==> src/rtl/flash_guard_pkg.sv <==
// Shared constants and types for the flash write/erase guard
package flash_guard_pkg;
  localparam logic [7:0] PSC_ADDR     = 8'h8f;
  localparam logic [7:0] SCALE_ADDR   = 8'hb6;
  localparam logic [7:0] KEY_ADDR     = 8'hb7;
  localparam logic [7:0] XPAGE_ADDR   = 8'haa;
  localparam logic [7:0] PSC_RESET    = 8'h00;
  localparam logic [7:0] SCALE_RESET  = 8'h80;
  localparam logic [7:0] XPAGE_RESET  = 8'h00;
  localparam int         WEN_POS      = 0;
  localparam int         EEN_POS      = 1;
  localparam int         ONESHOT_POS  = 7;
  localparam int         PAGE_SEL_POS = 0;
  localparam logic [7:0] KEY_FIRST    = 8'ha5;
  localparam logic [7:0] KEY_SECOND   = 8'hf1;
  localparam int         XDATA_BYTES  = 512;
  localparam int         XDATA_AW     = 9;
  localparam int         FLASH_AW     = 16;
  localparam int         PAGE_AW      = 9;
  localparam int         CLK_MHZ      = 100;
  localparam int         WRITE_US     = 40;
  localparam int         ERASE_MS     = 10;
  localparam int         WRITE_CYCLES = WRITE_US * CLK_MHZ;
  localparam int         ERASE_CYCLES = ERASE_MS * 1000 * CLK_MHZ;
  typedef enum logic [1:0] {
    KEY_LOCKED   = 2'b00,
    KEY_HALF     = 2'b01,
    KEY_OPEN     = 2'b10,
    KEY_DISABLED = 2'b11
  } key_state_t;
endpackage : flash_guard_pkg

==> src/rtl/flash_guard_if.sv <==
// Core-to-guard special-register and external-move interface
`timescale 1ns/10ps
interface flash_guard_if;
  logic       sfr_wr;
  logic       sfr_rd;
  logic [7:0] sfr_addr;
  logic [7:0] sfr_wdata;
  logic [7:0] sfr_rdata;
  logic       xm_wr;
  logic       xm_rd;
  logic       xm_short;
  logic [15:0] xm_addr;
  logic [7:0] xm_wdata;
  logic [7:0] xm_rdata;
  logic       xm_rvalid;
  logic       cpu_stall;
  logic       irq_hold;
  logic       code_rd;
  logic       sense_pulse;
  modport device (
    input  sfr_wr, sfr_rd, sfr_addr, sfr_wdata, xm_wr, xm_rd, xm_short, xm_addr,
           xm_wdata, code_rd,
    output sfr_rdata, xm_rdata, xm_rvalid, cpu_stall, irq_hold, sense_pulse
  );
  modport core (
    output sfr_wr, sfr_rd, sfr_addr, sfr_wdata, xm_wr, xm_rd, xm_short, xm_addr,
           xm_wdata, code_rd,
    input  sfr_rdata, xm_rdata, xm_rvalid, cpu_stall, irq_hold, sense_pulse
  );
endinterface : flash_guard_if

==> src/rtl/flash_write_erase_guard.sv <==
// Device end: flash write/erase guard, key lock and on-chip xdata RAM
// Summary of operation
// - Write enable routes external-move writes to flash.
// - Both enables: write erases addressed page.
// - Control register upper six bits read zero.
// - Keys 0xA5 then 0xF1 unlock flash.
// - Starting an operation relocks the key state.
// - Bad key or locked attempt disables until reset.
// - Key register reads lock state, two bits.
// - One-shot bit selects brief sense pulse.
// - Scale low seven bits read zero.
// - Interrupts held pending during flash operation.
// - Otherwise external moves hit 512-byte RAM.
// - Short moves take address bit 8 from page.
// - Long pointer ignores upper seven address bits.
// - Software erases before programming a byte.
// - Software disables interrupts around write enable.
// - External-move reads always hit data RAM.
// - Page register keeps only its low bit.
`timescale 1ns/10ps
module flash_write_erase_guard
  import flash_guard_pkg::*;
#(
  parameter int WRITE_TICKS = WRITE_CYCLES,
  parameter int ERASE_TICKS = ERASE_CYCLES
) (
  input  wire logic         clk_sys,
  input  wire logic         arst_n,
  flash_guard_if.device     bus,
  output logic              flash_prog,
  output logic              flash_erase,
  output logic [15:0]       flash_addr,
  output logic [7:0]        flash_wdata
);
  logic [7:0]  ram_mem [XDATA_BYTES];
  logic        wen_ff;
  logic        een_ff;
  logic        oneshot_ff;
  logic        page_sel_ff;
  key_state_t  key_ff;
  key_state_t  nxt_key;
  logic        busy_ff;
  logic [31:0] cnt_ff;
  logic [7:0]  rdata_ff;
  logic [7:0]  xrdata_ff;
  logic        xrvalid_ff;
  logic        sense_ff;
  logic [XDATA_AW-1:0] ram_idx;
  logic        sfr_we;
  logic        fl_req;
  logic        fl_ok;

  assign sfr_we = bus.sfr_wr && !busy_ff;
  assign fl_req = bus.xm_wr && wen_ff && !busy_ff;
  assign fl_ok  = fl_req && (key_ff == KEY_OPEN);

  // Short moves use page bit, long ones drop bits 15:9
  always_comb begin
    if (bus.xm_short) begin
      ram_idx = {page_sel_ff, bus.xm_addr[7:0]};
    end else begin
      ram_idx = bus.xm_addr[XDATA_AW-1:0];
    end
  end

  always_ff @(posedge clk_sys or negedge arst_n) begin
    if (!arst_n) begin
      wen_ff   <= 1'b0;
      een_ff   <= 1'b0;
      oneshot_ff  <= SCALE_RESET[ONESHOT_POS];
      page_sel_ff <= XPAGE_RESET[PAGE_SEL_POS];
    end else if (sfr_we) begin
      if (bus.sfr_addr == PSC_ADDR) begin
        wen_ff <= bus.sfr_wdata[WEN_POS];
        een_ff <= bus.sfr_wdata[EEN_POS];
      end
      if (bus.sfr_addr == SCALE_ADDR) begin
        oneshot_ff <= bus.sfr_wdata[ONESHOT_POS];
      end
      if (bus.sfr_addr == XPAGE_ADDR) begin
        page_sel_ff <= bus.sfr_wdata[PAGE_SEL_POS];
      end
    end
  end

  // Key state machine; disabled state only leaves on reset
  always_comb begin
    nxt_key = key_ff;
    case (key_ff)
      KEY_LOCKED: begin
        if (sfr_we && bus.sfr_addr == KEY_ADDR) begin
          nxt_key = (bus.sfr_wdata == KEY_FIRST) ? KEY_HALF : KEY_DISABLED;
        end else if (fl_req) begin
          nxt_key = KEY_DISABLED;
        end
      end
      KEY_HALF: begin
        if (sfr_we && bus.sfr_addr == KEY_ADDR) begin
          nxt_key = (bus.sfr_wdata == KEY_SECOND) ? KEY_OPEN : KEY_DISABLED;
        end else if (fl_req) begin
          nxt_key = KEY_DISABLED;
        end
      end
      KEY_OPEN: begin
        if (fl_ok) begin
          nxt_key = KEY_LOCKED;
        end else if (sfr_we && bus.sfr_addr == KEY_ADDR) begin
          nxt_key = KEY_DISABLED;
        end
      end
      KEY_DISABLED: nxt_key = KEY_DISABLED;
      default:      nxt_key = KEY_DISABLED;
    endcase
  end

  always_ff @(posedge clk_sys or negedge arst_n) begin
    if (!arst_n) begin
      key_ff <= KEY_LOCKED;
    end else begin
      key_ff <= nxt_key;
    end
  end

  // Operation timer; the key relocks when the request is taken
  always_ff @(posedge clk_sys or negedge arst_n) begin
    if (!arst_n) begin
      busy_ff     <= 1'b0;
      cnt_ff      <= 32'h0000_0000;
      flash_prog  <= 1'b0;
      flash_erase <= 1'b0;
      flash_addr  <= 16'h0000;
      flash_wdata <= 8'h00;
    end else if (fl_ok) begin
      busy_ff     <= 1'b1;
      flash_prog  <= !een_ff;
      flash_erase <= een_ff;
      flash_addr  <= een_ff ? {bus.xm_addr[15:PAGE_AW], {PAGE_AW{1'b0}}} : bus.xm_addr;
      flash_wdata <= een_ff ? 8'hff : bus.xm_wdata;
      cnt_ff      <= een_ff ? 32'(ERASE_TICKS - 1) : 32'(WRITE_TICKS - 1);
    end else if (busy_ff) begin
      if (cnt_ff == 32'h0000_0000) begin
        busy_ff     <= 1'b0;
        flash_prog  <= 1'b0;
        flash_erase <= 1'b0;
      end else begin
        cnt_ff <= cnt_ff - 32'h0000_0001;
      end
    end
  end

  always_ff @(posedge clk_sys or negedge arst_n) begin
    if (!arst_n) begin
      bus.cpu_stall <= 1'b0;
      bus.irq_hold  <= 1'b0;
    end else begin
      bus.cpu_stall <= fl_ok || (busy_ff && cnt_ff != 32'h0000_0000);
      bus.irq_hold  <= fl_ok || (busy_ff && cnt_ff != 32'h0000_0000);
    end
  end

  // RAM holds data only, no reset needed
  always_ff @(posedge clk_sys) begin
    if (bus.xm_wr && !wen_ff && !busy_ff) begin
      ram_mem[ram_idx] <= bus.xm_wdata;
    end
  end

  always_ff @(posedge clk_sys or negedge arst_n) begin
    if (!arst_n) begin
      xrdata_ff  <= 8'h00;
      xrvalid_ff <= 1'b0;
    end else begin
      xrvalid_ff <= bus.xm_rd && !busy_ff;
      if (bus.xm_rd && !busy_ff) begin
        xrdata_ff <= ram_mem[ram_idx];
      end
    end
  end
  assign bus.xm_rdata  = xrdata_ff;
  assign bus.xm_rvalid = xrvalid_ff;

  always_ff @(posedge clk_sys or negedge arst_n) begin
    if (!arst_n) begin
      rdata_ff <= 8'h00;
    end else if (bus.sfr_rd) begin
      case (bus.sfr_addr)
        PSC_ADDR:   rdata_ff <= {6'b00_0000, een_ff, wen_ff};
        SCALE_ADDR: rdata_ff <= {oneshot_ff, 7'h00};
        KEY_ADDR:   rdata_ff <= {6'b00_0000, key_ff};
        XPAGE_ADDR: rdata_ff <= {7'h00, page_sel_ff};
        default:    rdata_ff <= 8'h00;
      endcase
    end
  end
  assign bus.sfr_rdata = rdata_ff;

  // Full-cycle sense when one-shot is off; brief pulse modelled as one-cycle gate
  always_ff @(posedge clk_sys or negedge arst_n) begin
    if (!arst_n) begin
      sense_ff <= 1'b0;
    end else begin
      sense_ff <= oneshot_ff ? (bus.code_rd && !sense_ff) : bus.code_rd;
    end
  end
  assign bus.sense_pulse = sense_ff;
endmodule : flash_write_erase_guard

==> src/flat_wrapper.sv <==
// flat-port wrapper written by rule: the top's interface ports become plain ports
module flash_write_erase_guard_flat import flash_guard_pkg::*;
#(
  parameter int WRITE_TICKS = WRITE_CYCLES,
  parameter int ERASE_TICKS = ERASE_CYCLES
)
  (clk_sys, arst_n, flash_prog, flash_erase, flash_addr, flash_wdata, bus_sfr_wr, bus_sfr_rd, bus_sfr_addr, bus_sfr_wdata, bus_xm_wr, bus_xm_rd, bus_xm_short, bus_xm_addr, bus_xm_wdata, bus_code_rd, bus_sfr_rdata, bus_xm_rdata, bus_xm_rvalid, bus_cpu_stall, bus_irq_hold, bus_sense_pulse);
  flash_guard_if bus_i ();
  input  wire logic clk_sys;
  input  wire logic arst_n;
  output logic flash_prog;
  output logic flash_erase;
  output logic [15:0] flash_addr;
  output logic [7:0] flash_wdata;
  input wire logic [$bits(bus_i.sfr_wr)-1:0] bus_sfr_wr;
  input wire logic [$bits(bus_i.sfr_rd)-1:0] bus_sfr_rd;
  input wire logic [$bits(bus_i.sfr_addr)-1:0] bus_sfr_addr;
  input wire logic [$bits(bus_i.sfr_wdata)-1:0] bus_sfr_wdata;
  input wire logic [$bits(bus_i.xm_wr)-1:0] bus_xm_wr;
  input wire logic [$bits(bus_i.xm_rd)-1:0] bus_xm_rd;
  input wire logic [$bits(bus_i.xm_short)-1:0] bus_xm_short;
  input wire logic [$bits(bus_i.xm_addr)-1:0] bus_xm_addr;
  input wire logic [$bits(bus_i.xm_wdata)-1:0] bus_xm_wdata;
  input wire logic [$bits(bus_i.code_rd)-1:0] bus_code_rd;
  output wire logic [$bits(bus_i.sfr_rdata)-1:0] bus_sfr_rdata;
  output wire logic [$bits(bus_i.xm_rdata)-1:0] bus_xm_rdata;
  output wire logic [$bits(bus_i.xm_rvalid)-1:0] bus_xm_rvalid;
  output wire logic [$bits(bus_i.cpu_stall)-1:0] bus_cpu_stall;
  output wire logic [$bits(bus_i.irq_hold)-1:0] bus_irq_hold;
  output wire logic [$bits(bus_i.sense_pulse)-1:0] bus_sense_pulse;
  assign bus_i.sfr_wr = bus_sfr_wr;
  assign bus_i.sfr_rd = bus_sfr_rd;
  assign bus_i.sfr_addr = bus_sfr_addr;
  assign bus_i.sfr_wdata = bus_sfr_wdata;
  assign bus_i.xm_wr = bus_xm_wr;
  assign bus_i.xm_rd = bus_xm_rd;
  assign bus_i.xm_short = bus_xm_short;
  assign bus_i.xm_addr = bus_xm_addr;
  assign bus_i.xm_wdata = bus_xm_wdata;
  assign bus_i.code_rd = bus_code_rd;
  assign bus_sfr_rdata = bus_i.sfr_rdata;
  assign bus_xm_rdata = bus_i.xm_rdata;
  assign bus_xm_rvalid = bus_i.xm_rvalid;
  assign bus_cpu_stall = bus_i.cpu_stall;
  assign bus_irq_hold = bus_i.irq_hold;
  assign bus_sense_pulse = bus_i.sense_pulse;
  flash_write_erase_guard #(.WRITE_TICKS(WRITE_TICKS), .ERASE_TICKS(ERASE_TICKS)) u_core (.clk_sys(clk_sys), .arst_n(arst_n), .bus(bus_i), .flash_prog(flash_prog), .flash_erase(flash_erase), .flash_addr(flash_addr), .flash_wdata(flash_wdata));
endmodule
==> config.mk <==
export PLATFORM = sky130hd
export DESIGN_NAME = flash_write_erase_guard_flat
export DESIGN_NICKNAME = d
export VERILOG_FILES = /design/src/rtl/flash_guard_pkg.sv /design/src/rtl/flash_guard_if.sv /design/src/rtl/flash_write_erase_guard.sv /design/src/flat_wrapper.sv
export SDC_FILE = /design/constraint.sdc
export NUM_CORES = 2
export LEC_CHECK = 0
export BUFFER_PORTS_ARGS = -buffer_cell sky130_fd_sc_hd__buf_2
export CAP_MARGIN = 25
export CORE_UTILIZATION = 60
export CTS_CLUSTER_SIZE = 8
export DETAILED_ROUTE_END_ITERATION = 10
export PLACE_DENSITY_LB_ADDON = 0.3
export SYNTH_ARGS = -nofsm -noshare
export SYNTH_HDL_FRONTEND = slang
export SYNTH_SLANG_ARGS = --single-unit
export TNS_END_PERCENT = 1
==> constraint.sdc <==
create_clock -name clk_sys -period 3.33 [get_ports clk_sys]
set_input_delay 0.333 -clock clk_sys [delete_from_list [all_inputs] [get_ports clk_sys]]
set_output_delay 0.333 -clock clk_sys [all_outputs]
set_load 0.05 [all_outputs]
* After elaboration in Yosys (flattened, before gate mapping)
Memory sizes are Yosys's and may differ from the RTL's. A register that Yosys moved wholly into a read port is not among the register bits.
Cells that the tools add are included.
** Cells by class
- Add/subtract/negate cells :: 1
- Equal/unequal tests :: 11
- Muxes and demuxes :: 26
- Reduce and logical (&&, ||, !) cells :: 26
** Operators by type and width (number)
- 32-bit two-way mux :: 3
- 8-bit equality test (second input constant) :: 6
- 32-bit zero test :: 1
- 8-bit case mux with 4 select lines :: 1
- 32-bit nonzero test :: 1
- 32-bit by 1-bit subtractor with 32-bit output (second input constant) :: 1
- 20-bit two-way mux :: 1
- 9-bit two-way mux :: 2
- 2-bit two-way mux :: 6
- 1-bit two-way mux :: 11
- 1-bit logical AND :: 10
- 2-bit AND reduction :: 5
- 8-bit two-way mux :: 1
- 2-bit case mux with 4 select lines :: 1
- 1-bit zero test :: 5
- 2-bit equality test (second input constant) :: 2
- 2-bit nonzero test :: 2
- 3-bit by 2-bit inequality test with 1-bit output (second input constant) :: 1
- 2-bit by 1-bit equality test with 1-bit output (second input constant) :: 1
- 2-bit zero test :: 1
- 2-bit by 1-bit inequality test with 1-bit output (second input constant) :: 1
- 1-bit logical OR :: 1
** Storage, ports and cells
- Register bits :: 76
- Memory bits (writable) :: 4096
- Input bits :: 48
- Memories :: 1
** Memory list
- u_core.ram_mem :: words 512, width 8, read ports 1, clocked after memory_dff 1, wr ports 1, RTL line flash_write_erase_guard.sv:35 : logic [7:0] ram_mem [XDATA_BYTES];

* Depth between registers and ports, before layout
- Word-level depth :: 6
- Depth in mapped cells :: 14
- Depth with buffers taken out :: 9

* Worst setup path after synthesis
OpenSTA, ideal clock, no wires.
- Path kind :: input -> register
- Start :: input bus_xm_addr[0]
- End :: memory u_core.ram_mem[49][0], enable pin
- Setup time :: 371 ps
- Arrival :: 2873 ps
- Required time :: 2959 ps
- Slack :: 86 ps
- Stages on the path :: 12
- Path buffers :: 8
- Cells stage by stage :: buf_6 -> buf_12 -> buf_6 -> buf_8 -> buf_6 -> clkinv_1 -> buf_2 -> clkbuf_1 -> nor3_1 -> nand2_1 -> clkbuf_1 -> nor2_1
** On the way
- Cells in the longest elaborated chain, start to end :: 1
** RTL lines
- start: declaration :: RTL line flat_wrapper.sv:22 : input wire logic [$bits(bus_i.xm_addr)-1:0] bus_xm_addr;
- 9-bit two-way mux :: RTL line flash_write_erase_guard.sv:59 : if (bus.xm_short) begin
- end: declaration :: RTL line flash_write_erase_guard.sv:35
No other way between the ends.

* Final worst setup path
- Start :: register u_core.page_sel_ff
- End :: register u_core.xrdata_ff[0], in the netlist u_core.bus.xm_rdata[0], read port of u_core.ram_mem
** On the way
- Cells in the longest elaborated chain, start to end :: 1
** RTL lines
- start: declaration :: RTL line flash_write_erase_guard.sv:39 : logic page_sel_ff;
- start signal: assignment :: RTL line flash_write_erase_guard.sv:71 : page_sel_ff <= XPAGE_RESET[PAGE_SEL_POS];
- start signal: assignment :: RTL line flash_write_erase_guard.sv:81 : page_sel_ff <= bus.sfr_wdata[PAGE_SEL_POS];
- 9-bit two-way mux :: RTL line flash_write_erase_guard.sv:59
- end: declaration :: RTL line flash_write_erase_guard.sv:45 : logic [7:0] xrdata_ff;
No other way between the ends.
A chain may end at the register's enable or synchronous reset.

==> impl_metrics.json <==
{
  "outcome": "finished with violations",
  "violations_in_the_final_reports": "setup timing",
  "cts-root-buf": "clkbuf_16",
  "antenna_violating_nets_post_route": 0,
  "seq_area_frac_synth_pct": 77.07,
  "synth_edf_count": 4096,
  "mappedNetlistArea_um2": 162100,
  "hold_path_class": "input port to register",
  "drv.max_cap_violation_count": 0,
  "finalSetupViolations": 25,
  "drt-total-wl_mm": 468.4,
  "asyncSetResetFlopFracSynth_pct": 1.869,
  "netlist_top_cells_area": "edfxtp_1 (76%), mux4_2 (15%), mux2i_1 (1.4%), nor2_1 (1.3%), dfrtp_1 (1.2%)",
  "cts-buffers-inserted": 595,
  "final_critical_path_setup_slack_ns": -0.1355,
  "grt_antenna_before_repair": 39,
  "chipWidth_um": 521.8,
  "core_um2": 268400,
  "maxSlewViolCount": 0,
  "power.total_uw": 117200,
  "power_per_cell_area_nw_per_um2": 602.2,
  "timing.clock.skew_ns": 0.05718,
  "min_period_ns": 3.465,
  "yosys_warnings": 0,
  "criticalPathCategory": "register to register",
  "cts.clk_slew.worst_paths_ns": 0.05,
  "synthesis.area_per_instance_um2": 21.57,
  "slew-limit-headroom_pct": 16.36,
  "timing.final.hold_violations": 0,
  "tritoncts_clock_tree": "done",
  "synth-seq-cells": 4174,
  "initial_core_util_pct": 60.41,
  "cts_buffer_depth": 4,
  "postCtsSetupRepairBufs": 0,
  "yosysTopAreaCell": "edfxtp_1",
  "io_buffer_count": 88,
  "clk_latency_ns": 0.95,
  "rsz0062_at_grt": "true",
  "die_h_um": 521.8,
  "grt_usage_pct": 34.68,
  "drt_first_iter_violations": 13990,
  "via_count_of_the_first_global_routing_pass": 91480,
  "h-tree-depth": 6,
  "dp_hpwl_mm": 287.0,
  "power.ir.vdd_worst_uv": 487.4,
  "post-route-util_pct": 72.51,
  "gp_congestion": 0.9433,
  "detail_route.vias_per_cell": 6.981,
  "global_route.overflow_total": 0,
  "tightest_slew_ns": 1.255,
  "finalNetCount": 9284,
  "via_count": 90160,
  "max_freq_mhz": 288.6,
  "dominantRegCellSynth": "edfxtp_1",
  "post_synth_num_cell_types": 69,
  "power.static_leakage_uw": 0.06485,
  "clock-sinks": 4174,
  "first_pass_iters": 8,
  "detail_route.wl_per_cell_um": 36.27,
  "grt_start_max_net_pins": 178,
  "top_ports": 94,
  "crit_arrival_ns": 4.31,
  "finalCritPeriodShare_pct": 104.1,
  "global_route_wire_length_before_repair_mm": 661.5,
  "setup.worst_path.end_class": "register",
  "synth_top_area_share_pct": 75.86,
  "die_area_um2": 272300,
  "drc_errors": 0,
  "row_count": 190,
  "path_max_fanout": 18,
  "postSynthCellCount": 7517,
  "drive_gt1_share_pct": 35.97,
  "worst_ep_required_ns": 4.18,
  "critPathLaunchType": "register",
  "area_delta_synth_final_pct": 20.03
}
where the power goes:
part	switching (uW)	internal, uW
registers	22.9	57800
logic	3480	2250
clock network	21400	32300
layout make-up:
type,count,area [um2]
Tap cell,3552,4444
Multi-Input combinational cell,2871,35130
Inverter,11,51.30
Timing Repair Buffer,1582,13870
Fill cell,14320,73790
Antenna cell,22,55.05
Clock buffer,657,15310
Clock inverter,46,782.0
Sequential cell,4174,125000
critical path, cell delays in order, from the launching register on:
cell	delay, ns
dfrtp_2	0.50
mux2_4	0.37
buf_4	0.25
nor3_2	0.57
nand2_1	0.43
a21oi_1	0.34
buf_4	0.18
a311oi_1	0.05
buf_4	0.19
and3_1	0.26
a41oi_1	0.23
cell families (layout without fill, tap and decap cells):
family	Yosys count	after routing	synth area share (%)
flip-flops	4174	4174	77.07
other	1	27	0.002313
multiplexers	1331	1331	16.63
AND/OR/NAND/NOR	1149	1149	3.051
AO/OA/AOI/OAI	357	357	1.606
adder cells (fa/ha/maj)	1	1	0.007716
XOR/XNOR	28	28	0.1513
buffers and inverters	476	2296	1.482
per-layer routing:
layer / vias to the layer above / track usage (%) / share of wire (%)
li1: 34610 / - / -
met1: 46360 / 45.38 / 34
met2: 7647 / 53.15 / 47
met3: 1509 / 9.373 / 13
met4: 34 / 20.05 / 6.6
met5: - / 0.01755 / 0.049
Yosys cell counts, drive strengths merged (5+ instances only):
library cell,instances
nand2b,19
a22oi,55
mux2i,220
o31ai,10
a22o,11
dfrtp,77
clkbuf,205
nor4,25
mux4,1088
a2111oi,11
and3,18
mux2,23
and2,7
a211oi,13
nand4,36
a31oi,5
o2111ai,10
nand3,68
o22ai,24
nand2,284
o221ai,6
xor2,9
o32a,7
a221oi,15
or3,13
o211ai,11
a32oi,51
inv,9
nand3b,6
nor2,569
nor2b,36
o21ai,41
xnor2,19
a311oi,10
buf,260
a21oi,54
edfxtp,4096
nor3,52
registers in the layout (all words and copies together) (netlist names):
register,flops
u_core.een_ff,1
u_core.flash_wdata,8
u_core.flash_prog,1
u_core.wen_ff,1
u_core.flash_erase,1
u_core.key_ff,2
u_core.bus.xm_rdata,8
u_core.bus.cpu_stall,1
u_core.ram_mem,4096
u_core.page_sel_ff,1
u_core.bus.xm_rvalid,1
u_core.oneshot_ff,1
u_core.bus.sense_pulse,1
u_core.cnt_ff,32
u_core.flash_addr,16
u_core.bus.sfr_rdata,3
timing repair:
| item | 4_1_cts | 5_1_grt |
|---|---|---|
| pin swaps | 0 | 1 |
| hold buffers | 44 | 0 |
| hold endpoints to repair | 335 | 0 |
| endpoints found under the setup margin | 13 | 5 |
| gates resized for setup | 9 | 9 |
worst paths after layout:
path / start / end / slack [ns] / cells after the start
setup / recovery: u_core.page_sel_ff / u_core.bus.xm_rdata[0] / -0.14 / 10
hold / removal: bus_xm_addr[4] / u_core.flash_addr[4] / 0.09 / 4
setup reg to reg: u_core.page_sel_ff / u_core.bus.xm_rdata[0] / -0.14 / 10
hold reg to reg: u_core.bus.sense_pulse / u_core.bus.sense_pulse / 0.45 / 1
max in group asynchronous: arst_n / u_core.cnt_ff[20] / 2.23 / 4
min in group asynchronous: arst_n / u_core.oneshot_ff / 0.54 / 3
layout by cell type (no fill, tap or decap), types with 55 or more instances in the layout:
| master | netlist | final |
|---|---|---|
| nor2_1 | 569 | 560 |
| buf_2 | 125 | 75 |
| nand2_1 | 284 | 267 |
| a22oi_1 | 55 | 55 |
| buf_12 | 1 | 159 |
| edfxtp_1 | 4096 | 4096 |
| buf_4 | 71 | 1293 |
| nand3_1 | 68 | 68 |
| dfrtp_1 | 77 | 76 |
| mux2i_1 | 220 | 218 |
| clkbuf_16 | 0 | 604 |
| mux4_2 | 1088 | 1088 |
per-stage QoR:
step	instance area, um2	setup TNS, ns	setup WS (ns)	instances	hold slack, ns
6_report	194600	-0.9520	-0.1355	12920	0.08579
5_1_grt	194600	-0.06210	-0.05250	12900	0.04827
4_1_cts	194500	0	0.002832	12890	0.01062
3_5_place_dp	177900	-4.925	-0.8619	12150	0.3445
3_3_place_gp	177900	-5.395	-0.8995	12140	0.3357
2_1_floorplan	162100	0	0.08625	7521	0.03741
Power figures use the tool's default switching activity.
